===== src/rtl/dcls_defs.vh =====
// Purpose: constants for the debug clock / led share control block
// Assumes: 25 MHz system clock
// Notes: offsets and fields of the debug control register
`ifndef DCLS_DEFS_VH
`define DCLS_DEFS_VH
`define DCLS_CTRL_ADDR 8'h03
`define DCLS_SFR_BASE 8'h80
`define DCLS_BIT_FWR 0
`define DCLS_BIT_FRD 1
`define DCLS_BIT_STOP 2
`define DCLS_BIT_NOPULSE 3
`define DCLS_BIT_LEDDIS 4
`define DCLS_BIT_BUSY 5
`define DCLS_CTRL_RESET 8'h00
`define DCLS_WMASK 8'h1f
`define DCLS_CLK_MHZ 25
`define DCLS_ACK_NS 1000
`define DCLS_ACK_CYC ((`DCLS_ACK_NS * `DCLS_CLK_MHZ + 999) / 1000)
`define DCLS_FP_CYC 6
`endif


===== src/rtl/dcls_share_ctrl.v =====
// Purpose: debug clock pin sharing with the led driver, debug control reg
// Assumes: debug master owns pin clock; reg access from debug fsm in clk_i
// Notes: fast path completes in a fixed window, busy shown in bit 5
`timescale 1ns/1ps
`include "dcls_defs.vh"
module dcls_share_ctrl
(
  input wire clk_i,
  input wire reset_n_i,
  // debug clock pin, three signals, oe low while driving
  input wire dbg_clk_pin_i,
  output wire dbg_clk_pin_o,
  output wire dbg_clk_pin_oe_n_o,
  // led driver request from application logic
  input wire led_data_i,
  output wire led_drive_o,
  // mode inputs
  input wire debug_enable_i,
  input wire pin_clock_as_system_i,
  input wire scan_mode_i,
  input wire dsr_active_i,
  input wire dsr_patch_i,
  // halt acknowledge request from the debug service routine
  input wire halt_ack_req_i,
  output wire halt_ack_done_o,
  // debug fsm register access, same clock
  input wire reg_wr_i,
  input wire reg_rd_i,
  input wire [7:0] reg_addr_i,
  input wire [7:0] reg_wdata_i,
  output wire [7:0] reg_rdata_o,
  // debug transaction marker and data pin steal
  input wire dbg_txn_i,
  output wire data_pin_steal_o,
  // fast path sfr side
  output wire sfr_wr_o,
  output wire sfr_rd_o,
  output wire [7:0] sfr_addr_o,
  output wire [7:0] sfr_wdata_o,
  input wire [7:0] sfr_rdata_i,
  output wire fast_path_pending_o,
  // cpu stop
  input wire cpu_stop_req_i,
  output wire cpu_stop_sync_o,
  output wire cpu_stop_immediate_o,
  output wire debug_fsm_hold_o
);
  localparam ST_IDLE = 2'd0;
  localparam ST_PULSE = 2'd1;
  localparam ST_DONE = 2'd2;
  localparam integer ACK_CYC_I = `DCLS_ACK_CYC;
  localparam integer FP_CYC_I = `DCLS_FP_CYC;
  // counts are cut to their counter widths on purpose
  localparam [4:0] ACK_CYC = ACK_CYC_I[4:0];
  localparam [2:0] FP_CYC = FP_CYC_I[2:0];

  wire pin_s;
  reg [7:0] ctrl_q;
  reg [1:0] ack_st_q;
  reg [4:0] ack_cnt_q;
  reg [2:0] fp_cnt_q;
  reg [7:0] rdata_q;
  reg [7:0] sfr_addr_q;
  reg [7:0] sfr_wdata_q;
  reg sfr_wr_q;
  reg sfr_rd_q;
  reg led_q;
  reg hold_q;
  reg steal_q;
  reg stop_sync_q;

  wire fast_wr;
  wire fast_rd;
  wire led_block;
  wire led_active;

  // pin level is sampled only through the synchroniser
  dcls_sync2 u_pin_sync
  (
    .clk_i(clk_i),
    .reset_n_i(reset_n_i),
    .d_i(dbg_clk_pin_i),
    .q_o(pin_s)
  );

  // one gating term over every blocking cause
  assign led_block = ctrl_q[`DCLS_BIT_LEDDIS]
    | (dsr_active_i & ~dsr_patch_i)
    | pin_clock_as_system_i
    | scan_mode_i;
  assign led_active = led_data_i & ~led_block;

  assign fast_wr = reg_wr_i & ctrl_q[`DCLS_BIT_FWR]
    & (reg_addr_i >= `DCLS_SFR_BASE);
  assign fast_rd = reg_rd_i & ctrl_q[`DCLS_BIT_FRD]
    & (reg_addr_i >= `DCLS_SFR_BASE);

  // control register; led disable stays until written low or reset
  always @(posedge clk_i)
  begin
    if (!reset_n_i)
      ctrl_q <= `DCLS_CTRL_RESET;
    else if (reg_wr_i && reg_addr_i == `DCLS_CTRL_ADDR)
      ctrl_q <= reg_wdata_i & `DCLS_WMASK;
  end

  // fast path: issue one sfr access, count out the service window
  always @(posedge clk_i)
  begin
    if (!reset_n_i)
    begin
      fp_cnt_q <= 3'h0;
      sfr_wr_q <= 1'b0;
      sfr_rd_q <= 1'b0;
      sfr_addr_q <= 8'h00;
      sfr_wdata_q <= 8'h00;
    end
    else
    begin
      sfr_wr_q <= fast_wr;
      sfr_rd_q <= fast_rd;
      if (fast_wr || fast_rd)
      begin
        sfr_addr_q <= reg_addr_i;
        sfr_wdata_q <= reg_wdata_i;
        fp_cnt_q <= FP_CYC - 3'h1;
      end
      else if (fp_cnt_q != 3'h0)
        fp_cnt_q <= fp_cnt_q - 3'h1;
    end
  end

  // read data: fast reads take sfr data one cycle after the sfr read strobe
  always @(posedge clk_i)
  begin
    if (!reset_n_i)
      rdata_q <= 8'h00;
    else if (reg_rd_i && reg_addr_i == `DCLS_CTRL_ADDR)
      rdata_q <= {2'b00, (fp_cnt_q != 3'h0), ctrl_q[4:0]};
    else if (sfr_rd_q)
      rdata_q <= sfr_rdata_i;
  end

  // halt acknowledge: low pulse on the pin or an immediate ack
  always @(posedge clk_i)
  begin
    if (!reset_n_i)
    begin
      ack_st_q <= ST_IDLE;
      ack_cnt_q <= 5'h00;
    end
    else
    begin
      case (ack_st_q)
        ST_IDLE:
        begin
          if (halt_ack_req_i)
          begin
            if (ctrl_q[`DCLS_BIT_NOPULSE])
              ack_st_q <= ST_DONE;
            else
            begin
              ack_st_q <= ST_PULSE;
              ack_cnt_q <= ACK_CYC;
            end
          end
        end
        ST_PULSE:
        begin
          if (ack_cnt_q == 5'h01)
            ack_st_q <= ST_DONE;
          ack_cnt_q <= ack_cnt_q - 5'h01;
        end
        ST_DONE:
        begin
          if (!halt_ack_req_i)
            ack_st_q <= ST_IDLE;
        end
        default:
          ack_st_q <= ST_IDLE;
      endcase
    end
  end

  // led, fsm hold, data pin steal, cpu stop
  always @(posedge clk_i)
  begin
    if (!reset_n_i)
    begin
      led_q <= 1'b0;
      hold_q <= 1'b1;
      steal_q <= 1'b0;
      stop_sync_q <= 1'b0;
    end
    else
    begin
      led_q <= led_active;
      hold_q <= led_active | ~debug_enable_i;
      if (dbg_txn_i && !hold_q)
        steal_q <= 1'b1;
      else if (hold_q)
        steal_q <= 1'b0;
      // synchronous stop is taken only while the synchronised pin level stands high,
      // which lags the pin by two cycles, so it can land early in a low link phase
      stop_sync_q <= cpu_stop_req_i & ~ctrl_q[`DCLS_BIT_STOP]
        & (stop_sync_q | pin_s);
    end
  end

  // pin is driven low during the pulse, else led drives, else released
  assign dbg_clk_pin_o = (ack_st_q == ST_PULSE) ? 1'b0 : led_q;
  assign dbg_clk_pin_oe_n_o = ~((ack_st_q == ST_PULSE) | led_q);
  assign led_drive_o = led_q;
  assign halt_ack_done_o = (ack_st_q == ST_DONE);
  assign reg_rdata_o = rdata_q;
  assign data_pin_steal_o = steal_q;
  assign sfr_wr_o = sfr_wr_q;
  assign sfr_rd_o = sfr_rd_q;
  assign sfr_addr_o = sfr_addr_q;
  assign sfr_wdata_o = sfr_wdata_q;
  assign fast_path_pending_o = (fp_cnt_q != 3'h0);
  assign cpu_stop_sync_o = stop_sync_q;
  assign cpu_stop_immediate_o = cpu_stop_req_i
    & ctrl_q[`DCLS_BIT_STOP];
  assign debug_fsm_hold_o = hold_q;
endmodule


===== src/rtl/dcls_sync2.v =====
// Purpose: two flip-flop synchroniser for one level
// Assumes: input is asynchronous to clk_i
// Notes: first stage is read only by the second
`timescale 1ns/1ps
module dcls_sync2
(
  input wire clk_i,
  input wire reset_n_i,
  input wire d_i,
  output wire q_o
);
  reg meta_q;
  reg sync_q;
  // plain double register, reset to low
  always @(posedge clk_i)
  begin
    if (!reset_n_i)
    begin
      meta_q <= 1'b0;
      sync_q <= 1'b0;
    end
    else
    begin
      meta_q <= d_i;
      sync_q <= meta_q;
    end
  end
  assign q_o = sync_q;
endmodule


===== config.mk =====
export PLATFORM = sky130hd
export DESIGN_NAME = dcls_share_ctrl
export DESIGN_NICKNAME = d
export VERILOG_FILES = /design/src/rtl/dcls_share_ctrl.v /design/src/rtl/dcls_sync2.v
export VERILOG_INCLUDE_DIRS = /design/src /design/src/rtl
export SDC_FILE = /design/constraint.sdc
export NUM_CORES = 1
export LEC_CHECK = 0
export BUFFER_PORTS_ARGS = -buffer_cell sky130_fd_sc_hd__buf_4
export CELL_PAD_IN_SITES_DETAIL_PLACEMENT = 1
export CELL_PAD_IN_SITES_GLOBAL_PLACEMENT = 1
export CORE_MARGIN = 4
export CORE_UTILIZATION = 37
export CTS_BUF_LIST = sky130_fd_sc_hd__clkbuf_8
export DETAILED_ROUTE_END_ITERATION = 8
export PLACE_DENSITY_LB_ADDON = 0.1
export RECOVER_POWER = 25
export SETUP_SLACK_MARGIN = 0.1
export SYNTH_ARGS = -nofsm -noshare
export SYNTH_HDL_FRONTEND = slang
export SYNTH_SLANG_ARGS = --single-unit

===== constraint.sdc =====
create_clock -name clk_i -period 1.4 [get_ports clk_i]
set_input_delay 0.07 -clock clk_i [delete_from_list [all_inputs] [get_ports clk_i]]
set_output_delay 0.07 -clock clk_i [all_outputs]
set_load 0.005 [all_outputs]

==> impl_metrics.py <==
metrics = {
    "placement": {
        "dp_hpwl_um": 3780,
        "gp_congestion": 0.805,
        "io_buffers": 72,
        "post_dp_cell_area_um2": 2590,
    },
    "detailed_routing": {
        "drtPass1Iterations": 4,
        "drt_iter0_drc": 65,
        "num_vias": 1771,
        "routed_wirelength_um": 5110,
        "drc": 0,
        "via_per_inst": 4.88,
        "antenna_left": 0,
        "post_drt_wl_per_cell_um": 14.1,
    },
    "clock_network": {
        "clkTransAtPathRegs_ns": 0.09,
        "htreeDepth": 2,
        "cts_tree": "done",
        "cts_buffers": 5,
        "post-cts-setup-buffer-count": 0,
        "cts_buffer_depth": 2,
        "insertion_delay_ns": 0.30,
        "cts-root-buf": "clkbuf_8",
        "cts_sinks": 47,
    },
    "finish": {
        "stdcell_area_um2": 2740,
        "nets": 336,
        "utilization_pct": 52.9,
        "synthToLayoutAreaGrowth_pct": 37.2,
        "diodes": 0,
        "layout-drive-gt1-share_pct": 34.5,
    },
    "yosys": {
        "avgSynthCellArea_um2": 9.15,
        "ys_seq_area_share_pct": 47.2,
        "synth_edf_count": 0,
        "synthTopCellsByArea": "dfxtp_1, nand2_1, a21boi_0, a21boi_1, ha_1",
        "async_flop_share_pct": 0,
        "synth_cell_types": 42,
        "netlist.top_cell.by_area": "dfxtp_1",
        "synth.net_count": 261,
        "synth_cells": 218,
        "synthFlopType": "dfxtp_1",
        "yosys_warnings": 0,
        "yosysTopAreaCellShare_pct": 47.2,
        "syn-cell-area_um2": 1990,
        "synth_seq_cells": 47,
    },
    "pwr": {
        "ir_worst_vdd_uv": 774,
        "seqPwrFrac_pct": 51.9,
        "p_sw_mw": 0.711,
        "p_per_area_nw_per_um2": 1010,
        "combPwrFrac_pct": 18.3,
        "internal_power_mw": 2.07,
        "power_switching_share_pct": 25.6,
        "leakagePower_nw": 1.22,
        "clkPwrFrac_pct": 29.8,
    },
    "global_routing": {
        "grt_pass1_wl_um": 8460,
        "grt_pass1_vias": 1840,
        "track_usage_pct": 16.5,
        "antenna_found_initial": 0,
        "grt-ovfl-total": 0,
        "grt_max_degree": 53,
    },
    "timing": {
        "drv_slew": 0,
        "maxSlewHeadroom_pct": 69.1,
        "period_needed_ns": 1.30,
        "finalCritPeriodShare_pct": 92.6,
        "final.setup_skew_ns": 0.00705,
        "hold_viol": 0,
        "hold-worst-slack_ns": 0.0219,
        "setup_viol": 0,
        "setup_tns_ns": 0,
        "rsz0062_at_grt": "true",
        "tightest_slew_ns": 0.464,
        "timing.fmax_mhz": 772,
    },
    "critical_path": {
        "critPathKind": "flop to output pin",
        "critPathLaunch": "fp_cnt_q[1]",
        "rr_endpoint": "ack_cnt_q[2]",
        "reg2reg_from": "ack_cnt_q[0]",
        "reg2regPathDepth": 5,
        "crit_fanout": 5,
        "worst_setup_path_end_kind": "output pin",
        "crit_end": "fast_path_pending_o",
        "cp_data_arrival_time_ns": 1.23,
        "reg2reg_slack_ns": 0.19,
        "required_ns": 1.33,
        "worstSetupStartpointType": "flop",
    },
    "die": {
        "chipWidth_um": 81.4,
        "die_h_um": 81.4,
        "core_area_um2": 5170,
        "rows": 26,
        "initial_utilization_pct": 38.6,
        "ios": 73,
        "dieArea_um2": 6630,
    },
    "run_status": {
        "status": "finished, final reports clean",
    },
    "hold_path": {
        "hold_path_class": "primary input to flop",
    },
    "job": {
        "drv_cap": 0,
    },
}
## kinds of logic after synthesis
group / count (synthesis) / share of synthesized area, %
AND/OR/NAND/NOR: 89 / 22.3
multiplexers: 9 / 4.71
buffers and inverters: 20 / 5.08
adder cells (fa/ha/maj): 5 / 3.14
AO/OA/AOI/OAI: 45 / 16.3
flip-flops: 47 / 47.2
XOR/XNOR: 3 / 1.32
## worst min-delay path by stage
stage / from / end / slack, ns / cells after the start
floorplan: debug_enable_i / debug_fsm_hold_o / 0.14 / 1
global placement: debug_enable_i / debug_fsm_hold_o / 0.26 / 2
detailed placement: debug_enable_i / debug_fsm_hold_o / 0.27 / 2
CTS: reg_wdata_i[0] / sfr_wdata_o[0] / 0.02 / 3
global route: reg_wdata_i[7] / sfr_wdata_o[7] / 0.02 / 3
finish: reg_addr_i[1] / sfr_addr_o[1] / 0.02 / 3
## flip-flops by register name, summed over array words and instances, names as in the netlist
| name | flops |
|---|---|
| reg_rdata_o | 8 |
| sfr_addr_o | 8 |
| sfr_wdata_o | 8 |
| ack_cnt_q | 5 |
| ctrl_q | 5 |
| fp_cnt_q | 3 |
| ack_st_q | 2 |
| cpu_stop_sync_o | 1 |
| data_pin_steal_o | 1 |
| debug_fsm_hold_o | 1 |
| led_drive_o | 1 |
| sfr_rd_o | 1 |
| sfr_wr_o | 1 |
| u_pin_sync.meta_q | 1 |
| u_pin_sync.q_o | 1 |
## layer usage
| layer | vias to the layer above | share of wire [%] | track usage (%) |
|---|---|---|---|
| li1 | 883 | - | - |
| met4 | 0 | 0.94 | 5.41 |
| met1 | 840 | 43 | 19.2 |
| met5 | - | 0 | 0 |
| met3 | 5 | 6.7 | 4.61 |
| met2 | 43 | 49 | 29.0 |
## cell usage after synthesis (2+ instances only)
| master | instances |
|---|---|
| o21ai_0 | 8 |
| a21boi_0 | 9 |
| o211a_1 | 5 |
| mux2_2 | 3 |
| and3_1 | 3 |
| dfxtp_1 | 47 |
| a21oi_1 | 2 |
| buf_6 | 3 |
| and3_2 | 2 |
| nand3_2 | 2 |
| buf_2 | 2 |
| nand2_1 | 47 |
| nand2b_1 | 3 |
| xnor2_1 | 2 |
| ha_1 | 5 |
| and2_1 | 8 |
| nor2b_1 | 2 |
| a21boi_1 | 9 |
| mux2i_1 | 6 |
| nand3_1 | 7 |
| o21a_1 | 2 |
| clkbuf_1 | 5 |
| inv_1 | 9 |
| nor2_1 | 8 |
| o211ai_1 | 2 |
## metrics by stage
stage | std cells | worst slack [ns] | power (mW)
after floorplan | 218 | 0.198 | 1.72
final | 363 | 0.104 | 2.78
after CTS | 363 | 0.000675 | 2.77
after global placement | 354 | 0.0670 | 1.91
after global routing | 363 | 0.0274 | 2.95
after detailed placement | 354 | -0.00617 | 1.93
## worst max-delay path, cell delays in order, from the launching register on
cell and delay, ns:
dfxtp_1 0.34, inv_1 0.05, ha_2 0.19, ha_4 0.18, inv_1 0.07, buf_4 0.11
## timing repair
action | 4_1_cts | 5_1_grt
hold buffers | 2 | 0
pin swaps | 0 | 0
endpoints found under the hold margin | 2 | 0
endpoints found under the setup margin | 17 | 14
resized for setup | 2 | 14
## cell type report
| class | instances | area (µm²) |
|---|---|---|
| clock inverters | 1 | 5.00 |
| multi-input cells | 151 | 998 |
| flip-flops and latches | 47 | 946 |
| repair buffers | 79 | 583 |
| inverters | 9 | 33.8 |
| fillers | 629 | 2440 |
| clock buffers | 6 | 82.6 |
| well taps | 70 | 87.6 |
## placed cells by master, fill, tap and decap left out, drive strengths merged, types with 2 or more instances in the layout
cell type    count
a21boi          18
nand2b           3
inv              9
o21a             2
ha               5
o211a            5
a21oi            2
nand3            9
nand2           48
xnor2            2
o21ai            9
buf             60
mux2i            6
nor2             8
o211ai           2
clkbuf          23
nor2b            2
dlygate4sd3      2
dfxtp           47
and2             8
mux2             3
and3             5
## power groups by stage
stage / Sequential [mW] / Combinational (mW) / Clock (mW)
5_1_grt: 1.45 / 0.578 / 0.922
3_3_place_gp: 1.46 / 0.449 / 0
2_1_floorplan: 1.45 / 0.267 / 0
6_report: 1.44 / 0.507 / 0.829
3_5_place_dp: 1.46 / 0.465 / 0
4_1_cts: 1.43 / 0.477 / 0.863
Power figures use the tool's default switching activity.
